## config.mk

```make
export PLATFORM = sky130hd
export DESIGN_NAME = spms_master
export DESIGN_NICKNAME = d
export VERILOG_FILES = /design/src/spms_pkg.sv /design/src/spms_regif_if.sv /design/src/spms_axil.sv /design/src/spms_master.sv /design/src/spms_sync.sv
export VERILOG_INCLUDE_DIRS = /design/src
export SDC_FILE = /design/constraint.sdc
export NUM_CORES = 1
export LEC_CHECK = 0
export BUFFER_PORTS_ARGS = -buffer_cell sky130_fd_sc_hd__buf_2
export CORE_UTILIZATION = 45
export CTS_CLUSTER_DIAMETER = 120
export DETAILED_ROUTE_END_ITERATION = 10
export GPL_ROUTABILITY_DRIVEN = 0
export PLACE_DENSITY = 0.67
export SYNTH_ARGS = -nofsm -noshare
export SYNTH_HDL_FRONTEND = slang
export SYNTH_SLANG_ARGS = --single-unit
```

## constraint.sdc

```tcl
create_clock -name REF_CLK -period 2.67 [get_ports REF_CLK]
set_input_delay 0.267 -clock REF_CLK [delete_from_list [all_inputs] [get_ports REF_CLK]]
set_output_delay 0.267 -clock REF_CLK [all_outputs]
set_load 0.005 [all_outputs]
```

## src/spms_defs.svh

```systemverilog
// Register map, field positions, reset values and counts of the serial port controller
`ifndef SPMS_DEFS_SVH
`define SPMS_DEFS_SVH
`define SPMS_AW 4
`define SPMS_OFF_CTRL 4'h0
`define SPMS_OFF_TX 4'h4
`define SPMS_OFF_STAT 4'h8
`define SPMS_OFF_RX 4'hc
`define SPMS_CTRL_W 9
`define SPMS_CTRL_RST 9'h000
`define SPMS_B_RATE_HI 2
`define SPMS_B_CPOL 3
`define SPMS_B_CPHA 4
`define SPMS_B_SPX 5
`define SPMS_B_DIR 6
`define SPMS_B_EN 7
`define SPMS_B_HOLD 8
`define SPMS_RATE_MAX 3'h5
`define SPMS_LAST_EDGE 4'hf
`define SPMS_CNT_W 12
`define SPMS_RESP_OK 2'b00
`define SPMS_RESP_ERR 2'b10
`endif

```

## src/spms_pkg.sv

```systemverilog
// Types shared by the serial port controller modules
package spms_pkg;
  typedef enum logic [1:0] {ST_IDLE, ST_SHIFT, ST_GAP} spms_state_t;

  typedef struct packed {
    spms_state_t state;
    logic [8:0] ctrl;
    logic cpol;
    logic cpha;
    logic spx;
    logic dir;
    logic [2:0] rate;
    logic keep;
    logic [7:0] tx;
    logic [7:0] rx_sh;
    logic [7:0] rx;
    logic [3:0] eix;
    logic [11:0] cnt;
    logic done;
    logic stat_rd;
    logic write_collision_flag;
    logic overrun_flag;
    logic sck;
    logic ss_n;
    logic mosi;
    logic mosi_oe;
  } spms_core_t;

  typedef struct packed {
    logic aw_got;
    logic aw_ok;
    logic [3:0] awaddr;
    logic w_got;
    logic [31:0] wdata;
    logic awready;
    logic wready;
    logic bvalid;
    logic [1:0] bresp;
    logic arready;
    logic ar_pend;
    logic ar_ok;
    logic [3:0] araddr;
    logic rvalid;
    logic [31:0] rdata;
    logic [1:0] rresp;
    logic wr;
    logic rd;
  } spms_axil_t;
endpackage

```

## src/spms_regif_if.sv

```systemverilog
// Register access strobes between the bus slave and the controller core
interface spms_regif_if;
  logic wr;
  logic [3:0] waddr;
  logic [31:0] wdata;
  logic rd;
  logic [3:0] raddr;
  logic [31:0] rdata;
  modport bus (output wr, output waddr, output wdata, output rd, output raddr, input rdata);
  modport core (input wr, input waddr, input wdata, input rd, input raddr, output rdata);
endinterface

```

## src/spms_axil.sv

```systemverilog
// AXI4-Lite slave that turns bus transfers into register strobes
`include "spms_defs.svh"
module spms_axil
  import spms_pkg::*;
(
  input wire logic clk, // Bus clock
  input wire logic nrst, // Synchronous reset, active low
  input wire logic [31:0] awaddr, // Write address
  input wire logic awvalid, // Write address valid
  output logic awready, // Write address ready
  input wire logic [31:0] wdata, // Write data
  input wire logic [3:0] wstrb, // Write byte enables
  input wire logic wvalid, // Write data valid
  output logic wready, // Write data ready
  output logic [1:0] bresp, // Write response
  output logic bvalid, // Write response valid
  input wire logic bready, // Write response ready
  input wire logic [31:0] araddr, // Read address
  input wire logic arvalid, // Read address valid
  output logic arready, // Read address ready
  output logic [31:0] rdata, // Read data
  output logic [1:0] rresp, // Read response
  output logic rvalid, // Read data valid
  input wire logic rready, // Read data ready
  spms_regif_if.bus rif // Strobes to the core
);
  spms_axil_t s;
  spms_axil_t next_s;

  // Mapped words only, aligned, below the top of the map
  function automatic logic addr_ok(input logic [31:0] a);
    addr_ok = (a[31:`SPMS_AW] == '0) && (a[1:0] == 2'b00);
  endfunction

  // Channel handshakes and strobe generation
  always_comb begin
    next_s = s;
    next_s.wr = 1'b0;
    next_s.rd = 1'b0;
    if (awvalid && s.awready) begin
      next_s.aw_got = 1'b1;
      next_s.awaddr = awaddr[`SPMS_AW-1:0];
      next_s.aw_ok = addr_ok(awaddr);
    end
    if (wvalid && s.wready) begin
      next_s.w_got = 1'b1;
      for (int i = 0; i < 4; i++) begin
        next_s.wdata[i*8 +: 8] = wstrb[i] ? wdata[i*8 +: 8] : 8'h00;
      end
    end
    if (s.bvalid && bready) begin
      next_s.bvalid = 1'b0;
    end
    if (s.aw_got && s.w_got && !s.bvalid) begin
      next_s.wr = s.aw_ok;
      next_s.bvalid = 1'b1;
      next_s.bresp = s.aw_ok ? `SPMS_RESP_OK : `SPMS_RESP_ERR;
      next_s.aw_got = 1'b0;
      next_s.w_got = 1'b0;
    end
    next_s.awready = !next_s.aw_got && !next_s.bvalid;
    next_s.wready = !next_s.w_got && !next_s.bvalid;
    if (s.rvalid && rready) begin
      next_s.rvalid = 1'b0;
    end
    if (arvalid && s.arready) begin
      next_s.ar_pend = 1'b1;
      next_s.araddr = araddr[`SPMS_AW-1:0];
      next_s.ar_ok = addr_ok(araddr);
      next_s.rd = addr_ok(araddr);
    end
    if (s.ar_pend) begin
      next_s.ar_pend = 1'b0;
      next_s.rvalid = 1'b1;
      next_s.rdata = s.ar_ok ? rif.rdata : 32'h0000_0000;
      next_s.rresp = s.ar_ok ? `SPMS_RESP_OK : `SPMS_RESP_ERR;
    end
    next_s.arready = !next_s.ar_pend && !next_s.rvalid;
  end

  // State register
  always_ff @(posedge clk) begin
    if (!nrst) begin
      s <= '0;
    end else begin
      s <= next_s;
    end
  end

  assign awready = s.awready;
  assign wready = s.wready;
  assign bvalid = s.bvalid;
  assign bresp = s.bresp;
  assign arready = s.arready;
  assign rvalid = s.rvalid;
  assign rdata = s.rdata;
  assign rresp = s.rresp;
  assign rif.wr = s.wr;
  assign rif.waddr = s.awaddr;
  assign rif.wdata = s.wdata;
  assign rif.rd = s.rd;
  assign rif.raddr = s.araddr;
endmodule

```

## src/spms_master.sv

```systemverilog
// Serial bus master that drives the serial port of a peripheral device
// Summary of operation
// - Bytes move most significant bit first
// - Only the master starts and clocks transfers
// - Shared data line carries one direction only
// - Slave clock at most half its CPU clock
// - Master's internal select stays high always
// - Second-edge capture keeps select low throughout; here only while the HOLD control bit is set
// - First-edge capture raises select between bytes
// - Configure timing before enabling the port
// - Clear done before next byte ends, else overrun
// - Slave setup: timing first, then enable
//
// Design decisions made here: the AXI4-Lite slave port and the placing of the registers.
`include "spms_defs.svh"
module spms_master
  import spms_pkg::*;
#(
  parameter int unsigned MIN_HALF = 4
) (
  input wire logic REF_CLK, // System clock
  input wire logic NRST, // Synchronous reset, active low
  input wire logic [31:0] S_AXI_AWADDR, // Write address
  input wire logic S_AXI_AWVALID, // Write address valid
  output logic S_AXI_AWREADY, // Write address ready
  input wire logic [31:0] S_AXI_WDATA, // Write data
  input wire logic [3:0] S_AXI_WSTRB, // Write byte enables
  input wire logic S_AXI_WVALID, // Write data valid
  output logic S_AXI_WREADY, // Write data ready
  output logic [1:0] S_AXI_BRESP, // Write response
  output logic S_AXI_BVALID, // Write response valid
  input wire logic S_AXI_BREADY, // Write response ready
  input wire logic [31:0] S_AXI_ARADDR, // Read address
  input wire logic S_AXI_ARVALID, // Read address valid
  output logic S_AXI_ARREADY, // Read address ready
  output logic [31:0] S_AXI_RDATA, // Read data
  output logic [1:0] S_AXI_RRESP, // Read response
  output logic S_AXI_RVALID, // Read data valid
  input wire logic S_AXI_RREADY, // Read data ready
  output logic SCK, // Serial clock to the device
  output logic SS_N, // Device select, active low
  output logic MOSI_O, // Master data out
  output logic MOSI_OE, // Master data drive enable
  input wire logic MOSI_I, // Master data line level
  input wire logic MISO // Device data in
);
  spms_core_t s;
  spms_core_t next_s;
  spms_regif_if rif ();
  logic [1:0] pin_q;
  logic [2:0] rate_eff;
  logic [11:0] half_m1;
  logic din;
  logic tick;
  logic en;
  logic wr_tx;
  logic clr_done;
  logic tx_ok;
  logic [7:0] samp;

  // Bus slave
  spms_axil u_axil (
    .clk(REF_CLK),
    .nrst(NRST),
    .awaddr(S_AXI_AWADDR),
    .awvalid(S_AXI_AWVALID),
    .awready(S_AXI_AWREADY),
    .wdata(S_AXI_WDATA),
    .wstrb(S_AXI_WSTRB),
    .wvalid(S_AXI_WVALID),
    .wready(S_AXI_WREADY),
    .bresp(S_AXI_BRESP),
    .bvalid(S_AXI_BVALID),
    .bready(S_AXI_BREADY),
    .araddr(S_AXI_ARADDR),
    .arvalid(S_AXI_ARVALID),
    .arready(S_AXI_ARREADY),
    .rdata(S_AXI_RDATA),
    .rresp(S_AXI_RRESP),
    .rvalid(S_AXI_RVALID),
    .rready(S_AXI_RREADY),
    .rif(rif.bus)
  );

  // Pin inputs, bit 1 shared line, bit 0 device data
  spms_sync #(.W(2)) u_sync (
    .clk(REF_CLK),
    .nrst(NRST),
    .d({MOSI_I, MISO}),
    .q(pin_q)
  );

  // Decoded strobes and clock divider terms
  always_comb begin
    en = s.ctrl[`SPMS_B_EN];
    wr_tx = rif.wr && (rif.waddr == `SPMS_OFF_TX);
    // Done clears only after a status access that saw it set
    clr_done = rif.rd && (rif.raddr == `SPMS_OFF_RX) && s.stat_rd;
    // Data writes inhibited while done is set and status not yet read
    tx_ok = wr_tx && en && (!s.done || s.stat_rd);
    rate_eff = (s.rate > `SPMS_RATE_MAX) ? `SPMS_RATE_MAX : s.rate;
    half_m1 = (`SPMS_CNT_W'(MIN_HALF) << rate_eff) - `SPMS_CNT_W'(1);
    din = (s.spx && !s.dir) ? pin_q[1] : pin_q[0];
    tick = (s.cnt == '0);
    samp = {s.rx_sh[6:0], din};
  end

  // Register read mux
  always_comb begin
    case (rif.raddr)
      `SPMS_OFF_CTRL: rif.rdata = {23'h000000, s.ctrl};
      `SPMS_OFF_TX: rif.rdata = {24'h000000, s.tx};
      `SPMS_OFF_STAT: rif.rdata = {28'h0000000, s.overrun_flag, s.write_collision_flag, s.done, s.state != ST_IDLE};
      `SPMS_OFF_RX: rif.rdata = {24'h000000, s.rx};
      default: rif.rdata = 32'h0000_0000;
    endcase
  end

  // Transfer engine and status flags
  always_comb begin
    next_s = s;
    if (rif.wr && (rif.waddr == `SPMS_OFF_CTRL)) begin
      next_s.ctrl = rif.wdata[`SPMS_CTRL_W-1:0];
    end
    if (rif.rd && (rif.raddr == `SPMS_OFF_STAT)) begin
      next_s.write_collision_flag = 1'b0;
      next_s.overrun_flag = 1'b0;
      if (s.done) begin
        next_s.stat_rd = 1'b1;
      end
    end
    if (clr_done) begin
      next_s.done = 1'b0;
      next_s.stat_rd = 1'b0;
    end
    case (s.state)
      ST_IDLE: begin
        // Timing taken from control only between bytes
        next_s.cpol = s.ctrl[`SPMS_B_CPOL];
        next_s.cpha = s.ctrl[`SPMS_B_CPHA];
        next_s.rate = s.ctrl[`SPMS_B_RATE_HI:0];
        next_s.spx = s.ctrl[`SPMS_B_SPX];
        next_s.dir = s.ctrl[`SPMS_B_DIR];
        next_s.sck = s.ctrl[`SPMS_B_CPOL];
        next_s.mosi_oe = en && !(s.ctrl[`SPMS_B_SPX] && !s.ctrl[`SPMS_B_DIR]);
        if (!s.ctrl[`SPMS_B_HOLD] || !en || !s.ctrl[`SPMS_B_CPHA]) begin
          next_s.keep = 1'b0;
        end
        next_s.ss_n = !next_s.keep;
        if (tx_ok) begin
          next_s.tx = rif.wdata[7:0];
          next_s.state = ST_SHIFT;
          next_s.ss_n = 1'b0;
          next_s.cnt = half_m1;
          next_s.eix = '0;
        end
      end
      ST_SHIFT: begin
        if (!tick) begin
          next_s.cnt = s.cnt - `SPMS_CNT_W'(1);
        end else if (!en) begin
          // Abort only on a clock boundary
          next_s.state = ST_IDLE;
          next_s.sck = s.cpol;
          next_s.ss_n = 1'b1;
          next_s.keep = 1'b0;
        end else begin
          next_s.sck = !s.sck;
          next_s.cnt = half_m1;
          next_s.eix = s.eix + 4'h1;
          if (s.eix[0] == s.cpha) begin
            next_s.rx_sh = samp;
          end
          if ((s.eix[0] != s.cpha) && (s.eix != '0) && (s.eix != `SPMS_LAST_EDGE)) begin
            next_s.tx = {s.tx[6:0], 1'b0};
          end
          if (s.eix == `SPMS_LAST_EDGE) begin
            // Unread byte is kept; the newer one is lost on overrun
            if (s.done && !clr_done) begin
              next_s.overrun_flag = 1'b1;
            end else begin
              next_s.rx = (s.cpha) ? samp : s.rx_sh;
            end
            next_s.done = 1'b1;
            next_s.stat_rd = 1'b0;
            next_s.state = ST_GAP;
          end
        end
      end
      ST_GAP: begin
        if (!tick) begin
          next_s.cnt = s.cnt - `SPMS_CNT_W'(1);
        end else begin
          // Select held across bytes only for second-edge capture
          next_s.keep = s.cpha && s.ctrl[`SPMS_B_HOLD] && en;
          next_s.ss_n = !next_s.keep;
          next_s.state = ST_IDLE;
        end
      end
      default: begin
        next_s.state = ST_IDLE;
      end
    endcase
    if (wr_tx && (s.state != ST_IDLE)) begin
      next_s.write_collision_flag = 1'b1;
    end
    next_s.mosi = next_s.tx[7];
  end

  // State register
  always_ff @(posedge REF_CLK) begin
    if (!NRST) begin
      s <= '0;
      s.ctrl <= `SPMS_CTRL_RST;
      s.ss_n <= 1'b1;
    end else begin
      s <= next_s;
    end
  end

  assign SCK = s.sck;
  assign SS_N = s.ss_n;
  assign MOSI_O = s.mosi;
  assign MOSI_OE = s.mosi_oe;
endmodule

```

## src/spms_sync.sv

```systemverilog
// Two flip-flop synchroniser for pin inputs
module spms_sync #(
  parameter int W = 2
) (
  input wire logic clk, // Sampling clock
  input wire logic nrst, // Synchronous reset, active low
  input wire logic [W-1:0] d, // Asynchronous inputs
  output logic [W-1:0] q // Synchronised outputs
);
  typedef struct packed {
    logic [W-1:0] s1;
    logic [W-1:0] s2;
  } spms_sync_t;
  spms_sync_t s;
  spms_sync_t next_s;

  // Second stage reads only the first
  always_comb begin
    next_s.s1 = d;
    next_s.s2 = s.s1;
  end

  // State register
  always_ff @(posedge clk) begin
    if (!nrst) begin
      s <= '0;
    end else begin
      s <= next_s;
    end
  end

  assign q = s.s2;
endmodule
```

==> summary by stage <==
Worst setup path
Traced cell by cell, the critical path runs through or4b_1 > o31a_1 > nor3b_4 > o211ai_1 > o211a_1. On the worst path, the slowest cell contributes a delay of 0.67 ns. The startpoint type of the worst setup path is a flip-flop. The path type of the worst setup path is reg2reg. At the worst endpoint, the required time is 2.91 ns. The worst path arrival time is 2.61 ns. The largest fanout of any net on the critical path is 9.

The critical-path cell with the highest stage delay is sky130_fd_sc_hd__or4b_1. STA classifies the critical path endpoint as a flip-flop.

STA
The final-report setup violation count is 0. The highest clock frequency the design can meet is 0.422 GHz. Of the available clock period, the critical path in the final layout requires 88.8%. The clock period minus final worst setup slack is 2.37 ns. The count of final max-slew check failures is 0. The largest clock skew in the final design is 0.00804 ns.

The slew at the pin with the worst max-slew slack is 0.623 ns. The worst pin sits at a relative slew slack of 58.1%. The final hold slack is 0.119 ns. Setup slack closes at 0.300 ns. Summed over all failing endpoints, the final setup total negative slack is 0 ns. Setup repair after global routing left no endpoint under its margin.

The count of endpoints failing hold in the final timing report is 0.

Synthesis
The number of synthesized flops with an enable pin is 0. After Yosys synthesis, full adders, half adders and majority gates account for 1.80% of the synthesized area. Of all flip-flops after synthesis, the portion carrying an async set or reset was 0%. The register bit count reported by yosys is 110.

The post-synth design cell area is 5570 sq um. Summing the areas of all compound-gate instances in the mapped netlist gives 15.5% of the synthesized area. The number of instances in the synthesized netlist is 621. After Yosys synthesis, XOR and XNOR cells account for 0.157% of the synthesized area. Of the total synthesized cell area, the portion taken by AND, OR, NAND and NOR gates is 23.8%. The count of synthesis-stage warnings from yosys is 0. For this run, the register share of the synthesized area comes to 39.5%. The largest family of logic cells by synthesized area is simple AND/OR/NAND/NOR gates.

The share of synthesized area spent on multiplexers is 11.2%. The average instance in the mapped netlist occupies 8.97 sq um. Synthesis instantiated 68 different standard cells from the library.

The most used flip-flop cell after synthesis is sky130_fd_sc_hd__dfxtp_1.

GRT
The global route total overflow is 0. The global-route total usage across every layer is 20.5%. The pin count of the biggest net entering global routing is 122.

The first global-routing pass estimated 21200 microns of wire. The via count of the first global-routing pass is 4586. The initial antenna violation count came to 0.

Cells and area
The library cells used most frequently in the layout, excluding fill and tap cells, are sky130_fd_sc_hd__dfxtp_1 (110), sky130_fd_sc_hd__buf_2 (103), sky130_fd_sc_hd__nand2_1 (76). The area occupied by multi-input gates is 3020 sq um. The most common cell after layout, fill and taps aside is sky130_fd_sc_hd__dfxtp_1.

From synthesis to final layout, the design area changed by 16.0%. At the end of the flow, the number of nets in the layout was 829. The fraction of layout instances using a drive strength above 1 is 23.3%. Registers take 2200 sq um. The fill cell instance count of the final layout is 1117. The antenna diode count is 0.

Once layout is done, the placed cells without fillers occupy 6460 sq um.

Clock tree
The tree is rooted in a sky130_fd_sc_hd__clkbuf_16. After clock tree synthesis, the clock-pin slew on the worst setup and hold paths is 0.07 ns. The TritonCTS clock tree is built. The number of instances resized during post-cts repair is 0. The post-CTS setup repair buffer count is 0. Hold repair after CTS inserted 0 buffers. The maximum count of clock buffers along a single path is 2. The number of sinks driven by the clock tree is 110. The later pin in the worst-skew pair is clocked with a latency of 0.35 ns. The maximum level of the CTS H-tree is 3. TritonCTS created 9 clock buffers.

Floorplan
Measured along the x axis, the die boundary spans 113 microns. The floorplan step defined a die boundary enclosing 12800 sq um. The floorplan step set the die height to 113 microns.

The number of rows in the core area is 40. The count of boundary I/O pins is 154. Once the floorplan was initialized, standard cells occupied 46.2% of the core.

The total area inside the core boundary comes to 12100 sq um.

Route
The count of nets left with antenna violations after detail routing is 0. Dividing the detail-routed wire length by the instance count gives 14.2 microns. The DRC violation total after the first TritonRoute iteration is 173. Dividing the detail-routed via count by the number of cells gives 5.26. Detailed routing inserted a total of 4655 vias. The remaining routing DRC violations is 0. After detailed routing, the total wire length is 12600 microns.

The first detailed-routing pass took 4 iterations.

Pwr
The power per standard cell area is 505 nW/um^2. The peak ir drop on the vdd network is 289 uV. Power comes to 3.26 mW. The leakage power is 2.65 nW.

Job
The tool flagged a number of max-cap violations equal to 0.

Run status
The run finished with clean final reports.

Placement
Once placement finished, the instance area stood at 6140 sq um. The number of port buffers is 103. The final HPWL from detailed placement is 9390 microns. The pre-CTS worst setup slack is 0.348 ns.

Min path
In this run the worst hold path is classified as in2reg.
-- worst paths after layout --
| check | startpoint | to | slack, ns | cells past startpoint |
|---|---|---|---|---|
| hold / removal | MISO | u_sync.next_s[0] | 0.12 | 2 |
| hold reg to reg | u_sync.next_s[1] | u_sync.q[1] | 0.44 | 1 |
| setup / recovery | u_axil.rif.waddr[3] | s[9] | 0.30 | 5 |
| setup reg to reg | u_axil.rif.waddr[3] | s[9] | 0.30 | 5 |
-- sequential cells by signal, indices dropped and copies added (netlist names), 2 cells and up --
name	count
s	62
u_axil.rdata	9
u_axil.rif.wdata	9
u_axil.s	5
u_axil.rif.raddr	4
u_axil.rif.waddr	4
u_sync.next_s	2
u_sync.q	2
-- metrics by stage --
stage	cells	util, %
after detailed placement	869	50.9
after floorplan	645	-
final	885	53.6
after global placement	869	50.9
after CTS	885	53.6
after global routing	885	53.6
-- cells by family after synthesis --
logic type,count (synthesis)
adders and majority gates,8
DFF,110
muxes,56
and+or+nand+nor,245
buffers and inverters,80
AOI/OAI and AO/OA,120
other,1
xor gates and xnor gates,1
-- cell usage after synthesis (all sizes together) (15+ instances only) --
cell type / number / share of area, %
nor2b: 38 / 4.3
inv: 15 / 1.0
nor4: 18 / 2.6
nor2: 26 / 1.8
a21oi: 16 / 1.4
nand2: 77 / 5.2
dfxtp: 110 / 40
nand3: 32 / 2.9
o21ai: 19 / 1.7
clkbuf: 21 / 1.4
a21boi: 28 / 3.8
buf: 42 / 5.3
mux2i: 40 / 7.2
-- area by class of cell --
| class | count | area share [%] |
|---|---|---|
| inverters | 17 | 0.988 |
| clock inverters | 6 | 1.24 |
| well taps | 168 | 3.25 |
| repair buffers | 119 | 10.0 |
| clock buffers | 10 | 3.70 |
| flip-flops and latches | 110 | 34.1 |
| multi-input cells | 455 | 46.7 |
-- power breakdown --
part / internal [mW] / switching [mW]
logic: 0.0882 / 0.0881
clock network: 0.770 / 0.636
registers: 1.66 / 0.0171
-- worst max-delay path, delay by kind of cell (launching register included) --
kind,cells,cell delay (ns)
AND/OR/NAND/NOR,2,1.12
AO/OA/AOI/OAI,3,0.84
flip-flops,1,0.31
-- per-layer routing --
layer | vias up | wire length [microns] | GRT usage (%) | part of all wire (%)
li1 | 2343 | - | - | -
met1 | 2186 | 5600 | 24.8 | 45
met2 | 110 | 6270 | 35.8 | 50
met3 | 16 | 479 | 3.64 | 3.8
met4 | 0 | 211 | 8.77 | 1.7
met5 | - | 0 | 0 | 0
Power figures use the tool's default switching activity.
